## config.mk

```make
export PLATFORM = sky130hd
export DESIGN_NAME = line_overhead_monitor
export DESIGN_NICKNAME = d
export VERILOG_FILES = /design/src/inc/line_overhead_monitor_pkg.sv /design/src/logic/ber_window_monitor.sv /design/src/logic/line_overhead_monitor.sv
export SDC_FILE = /design/constraint.sdc
export NUM_CORES = 2
export LEC_CHECK = 0
export BUFFER_PORTS_ARGS = -buffer_cell sky130_fd_sc_hd__buf_2
export CAP_MARGIN = 20
export CORE_MARGIN = 10
export CORE_UTILIZATION = 50
export CTS_CLUSTER_DIAMETER = 40
export CTS_CLUSTER_SIZE = 8
export DETAILED_ROUTE_END_ITERATION = 6
export PLACE_DENSITY = 0.66
export SLEW_MARGIN = 20
export SYNTH_ARGS = -nofsm -noshare
export SYNTH_HDL_FRONTEND = slang
export SYNTH_HIERARCHICAL = 1
export SYNTH_SLANG_ARGS = --single-unit
export TNS_END_PERCENT = 5
```

## constraint.sdc

```tcl
create_clock -name clk -period 13.6 [get_ports clk]
set_input_delay 1.36 -clock clk [delete_from_list [all_inputs] [get_ports clk]]
set_output_delay 1.36 -clock clk [all_outputs]
set_load 0.1 [all_outputs]
```

## src/inc/line_overhead_monitor_pkg.sv

```systemverilog
// shared register map, field positions and frame counts for the line overhead monitor
package line_overhead_monitor_pkg;
  // register byte offsets
  localparam logic [7:0] ADDR_IRQ_ENABLE = 8'hE0;
  localparam logic [7:0] ADDR_IRQ_STATUS = 8'hE1;
  localparam logic [7:0] ADDR_CONFIG = 8'hE2;
  localparam logic [7:0] ADDR_SF_PERIOD_LO = 8'hE3;
  localparam logic [7:0] ADDR_SF_PERIOD_MID = 8'hE4;
  localparam logic [7:0] ADDR_SF_PERIOD_HI = 8'hE5;
  localparam logic [7:0] ADDR_SF_SAT_LO = 8'hE6;
  localparam logic [7:0] ADDR_SF_SAT_HI = 8'hE7;
  localparam logic [7:0] ADDR_SF_DECL_LO = 8'hE8;
  localparam logic [7:0] ADDR_SF_DECL_HI = 8'hE9;
  localparam logic [7:0] ADDR_SF_CLR_LO = 8'hEA;
  localparam logic [7:0] ADDR_SF_CLR_HI = 8'hEB;
  localparam logic [7:0] ADDR_SD_PERIOD_LO = 8'hEC;
  localparam logic [7:0] ADDR_SD_PERIOD_MID = 8'hED;
  localparam logic [7:0] ADDR_SD_PERIOD_HI = 8'hEE;
  localparam logic [7:0] ADDR_SD_SAT_LO = 8'hEF;
  localparam logic [7:0] ADDR_SD_SAT_HI = 8'hF0;
  localparam logic [7:0] ADDR_SD_DECL_LO = 8'hF1;
  localparam logic [7:0] ADDR_SD_DECL_HI = 8'hF2;
  localparam logic [7:0] ADDR_SD_CLR_LO = 8'hF3;
  localparam logic [7:0] ADDR_SD_CLR_HI = 8'hF4;
  localparam logic [7:0] ADDR_RX_K1 = 8'hF5;
  localparam logic [7:0] ADDR_RX_K2 = 8'hF6;
  localparam logic [7:0] ADDR_RX_SYNC = 8'hF7;
  // configuration bits
  localparam int CFG_SYNC_CAPTURE_FILTER_EN = 7;
  localparam int CFG_FAIL_MONITOR_EN = 6;
  localparam int CFG_FAIL_SATURATION_MODE = 5;
  localparam int CFG_FAIL_CLEAR_WINDOW_SEL = 4;
  localparam int CFG_DEGRADE_MONITOR_EN = 3;
  localparam int CFG_DEGRADE_SATURATION_MODE = 2;
  localparam int CFG_DEGRADE_CLEAR_WINDOW_SEL = 1;
  localparam int CFG_SYNC_BYTE_WIDTH_SEL = 0;
  localparam logic [7:0] CONFIG_RESET = 8'h00;
  // interrupt status bit positions; the enable register shares 7..3
  localparam int IRQ_PROT_BYTE_FAIL = 7;
  localparam int IRQ_APS_CHANGE = 6;
  localparam int IRQ_SYNC_STATUS = 5;
  localparam int IRQ_FAIL = 4;
  localparam int IRQ_DEGRADE = 3;
  localparam int VAL_FAIL = 2;
  localparam int VAL_DEGRADE = 1;
  localparam int VAL_PROT_BYTE_FAIL = 0;
  // window shape and frame counts
  localparam int WINDOW_SUBTOTALS = 8;
  localparam int CLEAR_WINDOW_MULT = 8;
  localparam logic [11:0] SATURATION_OFF = 12'hFFF;
  localparam logic [3:0] SYNC_STABLE_FRAMES = 4'h8;
  localparam logic [7:0] SYNC_NIBBLE_MASK = 8'h0F;
  localparam logic [1:0] APS_STABLE_FRAMES = 2'h3;
  localparam logic [1:0] K1_IDENTICAL_FRAMES = 2'h3;
  localparam logic [3:0] PROT_FAIL_FRAMES = 4'hC;
endpackage : line_overhead_monitor_pkg

```

## src/logic/ber_window_monitor.sv

```systemverilog
// sliding-window b2 error accumulator with declare/clear thresholds for one alarm
`timescale 1ns/1ps
module ber_window_monitor #(
  parameter int ERRW = 12,
  parameter int SUBW = 16
) (
  input wire logic clk,
  input wire logic reset,
  input wire logic enable,
  input wire logic frame_pulse,
  input wire logic [ERRW-1:0] err_count,
  input wire logic [23:0] accum_period,
  input wire logic [11:0] sat_threshold,
  input wire logic [11:0] declare_threshold,
  input wire logic [11:0] clear_threshold,
  input wire logic sat_mode,
  input wire logic clear_window_sel,
  output logic alarm,
  output logic alarm_change
);
  localparam int DEPTH = line_overhead_monitor_pkg::WINDOW_SUBTOTALS;
  localparam int WINW = SUBW + $clog2(DEPTH);
  localparam int LONG_SUBS = DEPTH * line_overhead_monitor_pkg::CLEAR_WINDOW_MULT;
  localparam int LCW = $clog2(LONG_SUBS);
  localparam int LONGW = SUBW + LCW;

  typedef struct packed {
    logic [DEPTH-1:0][SUBW-1:0] hist;
    logic [WINW-1:0] win_sum;
    logic [SUBW-1:0] sub;
    logic [23:0] frm;
    logic [LONGW-1:0] long_sum;
    logic [LCW-1:0] long_cnt;
    logic alarm;
    logic change;
  } ber_state_t;

  ber_state_t st_r;
  ber_state_t st_nxt;
  logic sat_off;
  logic [ERRW-1:0] err_capped;
  logic [SUBW:0] sub_add;
  logic [SUBW-1:0] sub_val;
  logic [WINW-1:0] win_new;
  logic [LONGW-1:0] long_new;
  logic last_frame;

  always_comb begin
    st_nxt = st_r;
    st_nxt.change = 1'b0;
    sat_off = (sat_threshold == line_overhead_monitor_pkg::SATURATION_OFF);
    err_capped = err_count;
    if (!sat_mode && !sat_off && err_count > ERRW'(sat_threshold)) begin
      err_capped = ERRW'(sat_threshold);
    end
    sub_add = {1'b0, st_r.sub} + (SUBW+1)'(err_capped);
    sub_val = sub_add[SUBW] ? '1 : sub_add[SUBW-1:0];
    if (sat_mode && !sat_off && sub_val > SUBW'(sat_threshold)) begin
      sub_val = SUBW'(sat_threshold);
    end
    // a zero period behaves as one frame per subtotal
    last_frame = ({1'b0, st_r.frm} + 25'h0000001) >= {1'b0, accum_period};
    win_new = st_r.win_sum - WINW'(st_r.hist[DEPTH-1]) + WINW'(sub_val);
    long_new = st_r.long_sum + LONGW'(sub_val);
    if (!enable) begin
      st_nxt = '0;
    end else if (frame_pulse) begin
      if (!last_frame) begin
        st_nxt.frm = st_r.frm + 24'h000001;
        st_nxt.sub = sub_val;
      end else begin
        st_nxt.frm = '0;
        st_nxt.sub = '0;
        st_nxt.hist = {st_r.hist[DEPTH-2:0], sub_val};
        st_nxt.win_sum = win_new;
        if (!st_r.alarm) begin
          st_nxt.long_sum = '0;
          st_nxt.long_cnt = '0;
          if (win_new >= WINW'(declare_threshold)) begin
            st_nxt.alarm = 1'b1;
            st_nxt.change = 1'b1;
          end
        end else if (!clear_window_sel) begin
          if (win_new < WINW'(clear_threshold)) begin
            st_nxt.alarm = 1'b0;
            st_nxt.change = 1'b1;
          end
        end else begin
          // long clearing window is evaluated in blocks of eight declaration windows
          st_nxt.long_sum = long_new;
          st_nxt.long_cnt = st_r.long_cnt + LCW'(1);
          if (st_r.long_cnt == LCW'(LONG_SUBS - 1)) begin
            st_nxt.long_sum = '0;
            st_nxt.long_cnt = '0;
            if (long_new < LONGW'(clear_threshold)) begin
              st_nxt.alarm = 1'b0;
              st_nxt.change = 1'b1;
            end
          end
        end
      end
    end
  end

  always_ff @(posedge clk) begin
    if (reset) begin
      st_r <= '0;
    end else begin
      st_r <= st_nxt;
    end
  end

  assign alarm = st_r.alarm;
  assign alarm_change = st_r.change;
endmodule : ber_window_monitor

```

## src/logic/line_overhead_monitor.sv

```systemverilog
// receive line overhead monitor: ber alarms, sync status filter, aps capture, register port
//
// Strobed register access is this design's own decision.
`timescale 1ns/1ps
module line_overhead_monitor #(
  parameter int ERRW = 12
) (
  input wire logic clk,
  input wire logic reset,
  input wire logic [7:0] addr,
  input wire logic [7:0] wr_data,
  input wire logic wr_en,
  input wire logic rd_en,
  output logic [7:0] rd_data,
  input wire logic frame_pulse,
  input wire logic [ERRW-1:0] b2_err_count,
  input wire logic [7:0] k1_in,
  input wire logic [7:0] k2_in,
  input wire logic [7:0] s1_in,
  output logic irq,
  output logic fail_alarm,
  output logic degrade_alarm,
  output logic protection_byte_failure
);
  typedef struct packed {
    logic [7:0] config_r;
    logic [4:0] irq_enable;
    logic [4:0] irq_flags;
    logic [23:0] fail_period;
    logic [11:0] fail_sat;
    logic [11:0] fail_decl;
    logic [11:0] fail_clr;
    logic [23:0] degr_period;
    logic [11:0] degr_sat;
    logic [11:0] degr_decl;
    logic [11:0] degr_clr;
    logic [7:0] rdata;
    logic irq;
    logic [7:0] k1;
    logic [7:0] k2;
    logic [15:0] aps_cand;
    logic [1:0] aps_cnt;
    logic [7:0] k1_prev;
    logic [1:0] k1_run;
    logic [3:0] bad_frames;
    logic prot_fail;
    logic [7:0] sync;
    logic [7:0] sync_cand;
    logic [3:0] sync_cnt;
  } mon_state_t;

  mon_state_t st_r;
  mon_state_t st_nxt;
  logic fail_change;
  logic degr_change;
  logic [7:0] sync_mask;
  logic [7:0] read_val;
  logic [4:0] flag_set;
  logic sync_load;
  logic aps_load;
  logic prot_change;
  logic [1:0] run_nxt;
  logic [1:0] aps_cnt_nxt;
  logic [3:0] sync_cnt_nxt;

  // fail and degrade windows share one evaluator design
  ber_window_monitor #(
    .ERRW(ERRW)
  ) fail_mon (
    .clk(clk),
    .reset(reset),
    .enable(st_r.config_r[line_overhead_monitor_pkg::CFG_FAIL_MONITOR_EN]),
    .frame_pulse(frame_pulse),
    .err_count(b2_err_count),
    .accum_period(st_r.fail_period),
    .sat_threshold(st_r.fail_sat),
    .declare_threshold(st_r.fail_decl),
    .clear_threshold(st_r.fail_clr),
    .sat_mode(st_r.config_r[line_overhead_monitor_pkg::CFG_FAIL_SATURATION_MODE]),
    .clear_window_sel(st_r.config_r[line_overhead_monitor_pkg::CFG_FAIL_CLEAR_WINDOW_SEL]),
    .alarm(fail_alarm),
    .alarm_change(fail_change)
  );

  ber_window_monitor #(
    .ERRW(ERRW)
  ) degrade_mon (
    .clk(clk),
    .reset(reset),
    .enable(st_r.config_r[line_overhead_monitor_pkg::CFG_DEGRADE_MONITOR_EN]),
    .frame_pulse(frame_pulse),
    .err_count(b2_err_count),
    .accum_period(st_r.degr_period),
    .sat_threshold(st_r.degr_sat),
    .declare_threshold(st_r.degr_decl),
    .clear_threshold(st_r.degr_clr),
    .sat_mode(st_r.config_r[line_overhead_monitor_pkg::CFG_DEGRADE_SATURATION_MODE]),
    .clear_window_sel(st_r.config_r[line_overhead_monitor_pkg::CFG_DEGRADE_CLEAR_WINDOW_SEL]),
    .alarm(degrade_alarm),
    .alarm_change(degr_change)
  );

  always_comb begin
    st_nxt = st_r;
    sync_load = 1'b0;
    aps_load = 1'b0;
    prot_change = 1'b0;
    run_nxt = st_r.k1_run;
    aps_cnt_nxt = st_r.aps_cnt;
    sync_cnt_nxt = st_r.sync_cnt;
    sync_mask = st_r.config_r[line_overhead_monitor_pkg::CFG_SYNC_BYTE_WIDTH_SEL] ? 8'hFF :
                line_overhead_monitor_pkg::SYNC_NIBBLE_MASK;

    // overhead byte processing, once per frame
    if (frame_pulse) begin
      // aps code must persist for three frames before it is captured
      if ({k1_in, k2_in} == st_r.aps_cand) begin
        if (st_r.aps_cnt != line_overhead_monitor_pkg::APS_STABLE_FRAMES) begin
          aps_cnt_nxt = st_r.aps_cnt + 2'h1;
        end
      end else begin
        aps_cnt_nxt = 2'h1;
      end
      st_nxt.aps_cand = {k1_in, k2_in};
      st_nxt.aps_cnt = aps_cnt_nxt;
      if (aps_cnt_nxt == line_overhead_monitor_pkg::APS_STABLE_FRAMES &&
          {k1_in, k2_in} != {st_r.k1, st_r.k2}) begin
        st_nxt.k1 = k1_in;
        st_nxt.k2 = k2_in;
        aps_load = 1'b1;
      end

      // byte failure watches for runs of identical k1
      if (k1_in == st_r.k1_prev && st_r.k1_run != 2'h0) begin
        if (st_r.k1_run != line_overhead_monitor_pkg::K1_IDENTICAL_FRAMES) begin
          run_nxt = st_r.k1_run + 2'h1;
        end
      end else begin
        run_nxt = 2'h1;
      end
      st_nxt.k1_prev = k1_in;
      st_nxt.k1_run = run_nxt;
      if (run_nxt == line_overhead_monitor_pkg::K1_IDENTICAL_FRAMES) begin
        st_nxt.bad_frames = 4'h0;
        if (st_r.prot_fail) begin
          st_nxt.prot_fail = 1'b0;
          prot_change = 1'b1;
        end
      end else if (st_r.bad_frames != line_overhead_monitor_pkg::PROT_FAIL_FRAMES) begin
        // the count stops at the limit so it cannot wrap and drop the alarm
        st_nxt.bad_frames = st_r.bad_frames + 4'h1;
        if (st_r.bad_frames + 4'h1 == line_overhead_monitor_pkg::PROT_FAIL_FRAMES &&
            !st_r.prot_fail) begin
          st_nxt.prot_fail = 1'b1;
          prot_change = 1'b1;
        end
      end

      // sync status capture
      if (st_r.config_r[line_overhead_monitor_pkg::CFG_SYNC_CAPTURE_FILTER_EN]) begin
        if ((s1_in & sync_mask) == (st_r.sync_cand & sync_mask) && st_r.sync_cnt != 4'h0) begin
          if (st_r.sync_cnt != line_overhead_monitor_pkg::SYNC_STABLE_FRAMES) begin
            sync_cnt_nxt = st_r.sync_cnt + 4'h1;
          end
        end else begin
          sync_cnt_nxt = 4'h1;
        end
        st_nxt.sync_cand = s1_in;
        st_nxt.sync_cnt = sync_cnt_nxt;
        if (sync_cnt_nxt == line_overhead_monitor_pkg::SYNC_STABLE_FRAMES &&
            (s1_in & sync_mask) != (st_r.sync & sync_mask)) begin
          st_nxt.sync = s1_in;
          sync_load = 1'b1;
        end
      end else begin
        // unfiltered: every frame is written straight through
        st_nxt.sync = s1_in;
        st_nxt.sync_cand = s1_in;
        st_nxt.sync_cnt = 4'h1;
        sync_load = (s1_in != st_r.sync);
      end
    end

    // register read, answered in the next cycle
    case (addr)
      line_overhead_monitor_pkg::ADDR_IRQ_ENABLE: begin
        read_val = {st_r.irq_enable, 3'h0};
      end
      line_overhead_monitor_pkg::ADDR_IRQ_STATUS: begin
        read_val = {st_r.irq_flags, fail_alarm, degrade_alarm, st_r.prot_fail};
      end
      line_overhead_monitor_pkg::ADDR_CONFIG: begin
        read_val = st_r.config_r;
      end
      line_overhead_monitor_pkg::ADDR_SF_PERIOD_LO: begin
        read_val = st_r.fail_period[7:0];
      end
      line_overhead_monitor_pkg::ADDR_SF_PERIOD_MID: begin
        read_val = st_r.fail_period[15:8];
      end
      line_overhead_monitor_pkg::ADDR_SF_PERIOD_HI: begin
        read_val = st_r.fail_period[23:16];
      end
      line_overhead_monitor_pkg::ADDR_SF_SAT_LO: begin
        read_val = st_r.fail_sat[7:0];
      end
      line_overhead_monitor_pkg::ADDR_SF_SAT_HI: begin
        read_val = {4'h0, st_r.fail_sat[11:8]};
      end
      line_overhead_monitor_pkg::ADDR_SF_DECL_LO: begin
        read_val = st_r.fail_decl[7:0];
      end
      line_overhead_monitor_pkg::ADDR_SF_DECL_HI: begin
        read_val = {4'h0, st_r.fail_decl[11:8]};
      end
      line_overhead_monitor_pkg::ADDR_SF_CLR_LO: begin
        read_val = st_r.fail_clr[7:0];
      end
      line_overhead_monitor_pkg::ADDR_SF_CLR_HI: begin
        read_val = {4'h0, st_r.fail_clr[11:8]};
      end
      line_overhead_monitor_pkg::ADDR_SD_PERIOD_LO: begin
        read_val = st_r.degr_period[7:0];
      end
      line_overhead_monitor_pkg::ADDR_SD_PERIOD_MID: begin
        read_val = st_r.degr_period[15:8];
      end
      line_overhead_monitor_pkg::ADDR_SD_PERIOD_HI: begin
        read_val = st_r.degr_period[23:16];
      end
      line_overhead_monitor_pkg::ADDR_SD_SAT_LO: begin
        read_val = st_r.degr_sat[7:0];
      end
      line_overhead_monitor_pkg::ADDR_SD_SAT_HI: begin
        read_val = {4'h0, st_r.degr_sat[11:8]};
      end
      line_overhead_monitor_pkg::ADDR_SD_DECL_LO: begin
        read_val = st_r.degr_decl[7:0];
      end
      line_overhead_monitor_pkg::ADDR_SD_DECL_HI: begin
        read_val = {4'h0, st_r.degr_decl[11:8]};
      end
      line_overhead_monitor_pkg::ADDR_SD_CLR_LO: begin
        read_val = st_r.degr_clr[7:0];
      end
      line_overhead_monitor_pkg::ADDR_SD_CLR_HI: begin
        read_val = {4'h0, st_r.degr_clr[11:8]};
      end
      line_overhead_monitor_pkg::ADDR_RX_K1: begin
        read_val = st_r.k1;
      end
      line_overhead_monitor_pkg::ADDR_RX_K2: begin
        read_val = st_r.k2;
      end
      line_overhead_monitor_pkg::ADDR_RX_SYNC: begin
        read_val = st_r.sync;
      end
      default: read_val = 8'h00;
    endcase
    // idle read data is zero so a stale byte is never taken for an answer
    st_nxt.rdata = rd_en ? read_val : 8'h00;

    // register write
    if (wr_en) begin
      case (addr)
        line_overhead_monitor_pkg::ADDR_IRQ_ENABLE:
          st_nxt.irq_enable = wr_data[7:3];
        line_overhead_monitor_pkg::ADDR_CONFIG:
          st_nxt.config_r = wr_data;
        // each byte lands alone; a wide value is whole only after its last byte
        line_overhead_monitor_pkg::ADDR_SF_PERIOD_LO:
          st_nxt.fail_period[7:0] = wr_data;
        line_overhead_monitor_pkg::ADDR_SF_PERIOD_MID:
          st_nxt.fail_period[15:8] = wr_data;
        line_overhead_monitor_pkg::ADDR_SF_PERIOD_HI:
          st_nxt.fail_period[23:16] = wr_data;
        line_overhead_monitor_pkg::ADDR_SF_SAT_LO:
          st_nxt.fail_sat[7:0] = wr_data;
        line_overhead_monitor_pkg::ADDR_SF_SAT_HI:
          st_nxt.fail_sat[11:8] = wr_data[3:0];
        line_overhead_monitor_pkg::ADDR_SF_DECL_LO:
          st_nxt.fail_decl[7:0] = wr_data;
        line_overhead_monitor_pkg::ADDR_SF_DECL_HI:
          st_nxt.fail_decl[11:8] = wr_data[3:0];
        line_overhead_monitor_pkg::ADDR_SF_CLR_LO:
          st_nxt.fail_clr[7:0] = wr_data;
        line_overhead_monitor_pkg::ADDR_SF_CLR_HI:
          st_nxt.fail_clr[11:8] = wr_data[3:0];
        line_overhead_monitor_pkg::ADDR_SD_PERIOD_LO:
          st_nxt.degr_period[7:0] = wr_data;
        line_overhead_monitor_pkg::ADDR_SD_PERIOD_MID:
          st_nxt.degr_period[15:8] = wr_data;
        line_overhead_monitor_pkg::ADDR_SD_PERIOD_HI:
          st_nxt.degr_period[23:16] = wr_data;
        line_overhead_monitor_pkg::ADDR_SD_SAT_LO:
          st_nxt.degr_sat[7:0] = wr_data;
        line_overhead_monitor_pkg::ADDR_SD_SAT_HI:
          st_nxt.degr_sat[11:8] = wr_data[3:0];
        line_overhead_monitor_pkg::ADDR_SD_DECL_LO:
          st_nxt.degr_decl[7:0] = wr_data;
        line_overhead_monitor_pkg::ADDR_SD_DECL_HI:
          st_nxt.degr_decl[11:8] = wr_data[3:0];
        line_overhead_monitor_pkg::ADDR_SD_CLR_LO:
          st_nxt.degr_clr[7:0] = wr_data;
        line_overhead_monitor_pkg::ADDR_SD_CLR_HI:
          st_nxt.degr_clr[11:8] = wr_data[3:0];
        default: st_nxt.config_r = st_nxt.config_r;
      endcase
    end

    // sticky flags: a read clears, but an event in the same cycle survives
    flag_set = {prot_change, aps_load, sync_load, fail_change, degr_change};
    if (rd_en && addr == line_overhead_monitor_pkg::ADDR_IRQ_STATUS) begin
      st_nxt.irq_flags = flag_set;
    end else begin
      st_nxt.irq_flags = st_r.irq_flags | flag_set;
    end
    st_nxt.irq = |(st_nxt.irq_flags & st_nxt.irq_enable);
  end

  always_ff @(posedge clk) begin
    if (reset) begin
      st_r <= '0;
      st_r.config_r <= line_overhead_monitor_pkg::CONFIG_RESET;
    end else begin
      st_r <= st_nxt;
    end
  end

  assign rd_data = st_r.rdata;
  assign irq = st_r.irq;
  assign protection_byte_failure = st_r.prot_fail;
endmodule : line_overhead_monitor

```

==> run summary <==
* in2reg — CP Class
* 0.03518 ns — Worst Skew
* 0.4291 ns — final hold slack
* 0% — share of flip-flops with an asynchronous set or reset
* 3 — H-tree level count
* 294.0 µm — Die Y-Extent
* 5043 — number of nets in the synthesized netlist
* 32.50k — vias after detailed routing
* 103400 µm — DRT Wirelength
* 0.08642 mm² — Total Die Area
* 23.21% — overall global routing resource usage
* 0 — number of synthesized flops with an enable pin
* 4992 — Layout Nets
* 10.85% — synthesis-to-layout area growth
* 0 — post-route DRC violation count
* 8.016 µm² — synthesized area per cell
* sky130_fd_sc_hd__dfxtp_1 — most common flop cell mapped by yosys
* 2787 — 1st-iter DRT viols
* 118.0 mW/mm² — power density of the placed cells
* 294.0 µm — Die X
* 4682 — Cells after Synth
* complete, no violations — status
* 100 — count of standard-cell rows
* 0 — Pins Over Slew Limit
* 0 ns — setup TNS
* 1.058 ns — measured slew at the worst slew-check pin
* 0.07445 mm² — core region area
* 8.255% — proportion of layout cells with a drive suffix above 1
* 0 — number of gates given a new drive strength after cts
* 10.98 ns — fin crit period
* 11.46 ns — arrival time of the worst setup path
* 0.66 ns — later-pin clock latency in the skew report
* 15.18 nW — static leakage
* 110 — number of unique standard cell types used by synthesis
* 0.03753 mm² — post-synthesis cell area
* yes — CTS tree
* 14.09 ns — worst endpoint required time
* 11 — Crit Path Max Fanout
* 107 — TritonCTS buffer count
* sky130_fd_sc_hd__ha_1 — cell seen most often among critical-path stages
* 0 — number of nets with antenna violations after detailed routing
* 34.24% — proportion of synthesized chip area in sequential cells
* 0.05 ns — Clk pin slew, worst setup/hold paths
* 3 — number of buffers between clock root and the deepest sink
* 50.41% — Initial Utilization
* 6 — YS warnings
* 642 — total of flip-flops plus latches after synthesis
* sky130_fd_sc_hd__clkbuf_16 — Clk Tree Root Cell
* 5491 — # placed instances
* 5660 — filler-free cell count of the finished design
* 0 — post-CTS setup buffer count
* reg2reg — classification of the worst-slack hold path
* flop — sort of element at the end of the critical path
* 0.9686 — final weighted congestion in routability-driven placement
* 106 — largest net degree at the start of global routing
* 30.12k — vias in the first global route
* 29.47% — Max-slew headroom
* 0.51 ns — peak per-stage delay on the critical path
* 0 — final global-route overflow total
* 69 — total I/O pin count
* 80.73% — portion of the clock cycle consumed by the worst path in the final layout
* 73760 µm — placed wire-length estimate
* 0 — final-report hold violation count
* 642 — sinks on the clock net
* 89.76 µV — worst-case vdd ir drop
* 12 — initial antenna violation count
* 18.27 µm — Routed wire per std cell
* 0 — hold buffer count at CTS
* 0 — Setup Viol. Count Final
* 6 — Detailed Routing Iterations Pass 1
* no — setup repair after global routing missed its margin
* sky130_fd_sc_hd__nor4_2 — Max stage delay cell, worst path
* input pin — kind of start point of the critical path
* 164200 µm — first-pass GRT wire length
* 0 — count of max-cap constraint violations
* 6834 — fill cell count
* 68 — number of I/O port buffers
* 5.741 — average vias per placed instance
* 91.08 MHz — maximum frequency from static timing analysis
==> final timing paths <==
check        slack (ns)                                 end                               start  cells after the start
max                2.62    fail_mon/alarm_change$_SDFF_PP0_                     b2_err_count[5]                     40
min                0.43  degrade_mon/st_r[186]$_SDFFE_PP0P_  degrade_mon/st_r[170]$_SDFFE_PP0P_                      2
max reg2reg        2.79    fail_mon/alarm_change$_SDFF_PP0_              st_r[167]$_SDFFE_PP0P_                     40
min reg2reg        0.43  degrade_mon/st_r[186]$_SDFFE_PP0P_  degrade_mon/st_r[170]$_SDFFE_PP0P_                      2
==> critical path, delay by kind of cell <==
family / cells / cell delay, ns
adder cells (fa/ha/maj): 6 / 2.09
AO/OA/AOI/OAI: 20 / 4.16
buffers and inverters: 2 / 0.41
XOR/XNOR: 1 / 0.41
multiplexers: 2 / 0.80
AND/OR/NAND/NOR: 9 / 2.21
==> layer usage <==
| metal | part of all wire [%] | track usage, % | routed length (µm) |
|---|---|---|---|
| met1 | 45 | 30.90 | 46050 |
| met2 | 45 | 37.10 | 47040 |
| met3 | 6.9 | 4.955 | 7163 |
| met4 | 2.9 | 7.243 | 3026 |
| met5 | 0.12 | 0 | 124 |
==> flip-flops by register name, indices dropped and copies added, names as in the netlist <==
| register | count |
|---|---|
| degrade_mon/st_r | 215 |
| fail_mon/st_r | 215 |
| st_r | 198 |
| rd_data | 8 |
| degrade_mon/alarm | 1 |
| degrade_mon/alarm_change | 1 |
| fail_mon/alarm | 1 |
| fail_mon/alarm_change | 1 |
| irq | 1 |
| protection_byte_failure | 1 |
==> stage by stage <==
stage	instance area, µm²	util (%)	setup slack, ns	power (mW)
floorplan	37530	-	3.231	2.291
global placement	38250	51.38	2.291	2.410
detailed placement	38250	51.38	1.916	2.416
CTS	41590	55.86	2.557	4.948
global route	41600	55.88	1.819	5.091
finish	41600	55.88	2.620	4.909
==> kinds of logic (layout without fill, tap and decap cells) <==
family / count (synthesis) / count (layout) / share of synthesized area (%)
simple gates: 1659 / 1659 / 19.97
compound gates: 1124 / 1124 / 18.52
flops: 642 / 642 / 34.24
buf+inv: 551 / 557 / 5.997
fa+ha+maj: 304 / 304 / 10.85
mux: 230 / 230 / 6.401
xor+xnor: 172 / 172 / 4.014
other cells: 0 / 3 / 0
==> placed cells by master, fill, tap and decap left out, drive strengths merged, types with 62 or more instances in the layout <==
cell type	synthesis	routed
nor2	345	345
mux2i	186	186
dfxtp	642	642
nand3	129	129
ha	268	268
buf	75	103
a21oi	556	556
nand2	804	804
nand4	62	62
o21ai	186	186
clkbuf	188	139
xnor2	123	123
inv	288	291
==> final cells by class <==
class | instances | area, µm² | share of cell area (%)
antenna | 3 | 7.507 | 0.01805
clock buffer | 139 | 2979 | 7.161
clock inverter | 27 | 357.8 | 0.8601
inverter | 288 | 1081 | 2.599
multi-input combinational | 3489 | 22500 | 54.08
sequential | 642 | 12850 | 30.89
tap | 969 | 1212 | 2.914
timing repair buffer | 103 | 611.8 | 1.471
==> where the power goes <==
group | switching [mW] | internal, mW | leakage, nW
sequential | 0.00698 | 1.89 | 5.18
combinational | 0.306 | 0.180 | 8.38
clock | 0.898 | 1.62 | 1.62
==> synthesized netlist by cell type (37+ instances only) <==
cell,number,area share [%]
sky130_fd_sc_hd__mux2i_1,185,4.9
sky130_fd_sc_hd__nand2_1,803,8.0
sky130_fd_sc_hd__a21o_1,55,1.1
sky130_fd_sc_hd__nand2b_1,54,0.90
sky130_fd_sc_hd__inv_1,287,2.9
sky130_fd_sc_hd__a211oi_1,38,0.76
sky130_fd_sc_hd__mux2_2,39,1.2
sky130_fd_sc_hd__xnor2_1,123,2.9
sky130_fd_sc_hd__and3_1,38,0.63
sky130_fd_sc_hd__a21oi_1,550,7.3
sky130_fd_sc_hd__nor3_1,43,0.57
sky130_fd_sc_hd__nand4_1,61,1.0
sky130_fd_sc_hd__dfxtp_1,642,34
sky130_fd_sc_hd__ha_1,268,8.9
sky130_fd_sc_hd__o21a_1,37,0.74
sky130_fd_sc_hd__clkbuf_1,187,1.9
sky130_fd_sc_hd__xor2_1,49,1.1
sky130_fd_sc_hd__o21ai_0,176,2.3
sky130_fd_sc_hd__nand3_1,129,1.7
sky130_fd_sc_hd__nor2_1,336,3.4
No activity file was read; power rests on OpenSTA's default activity.
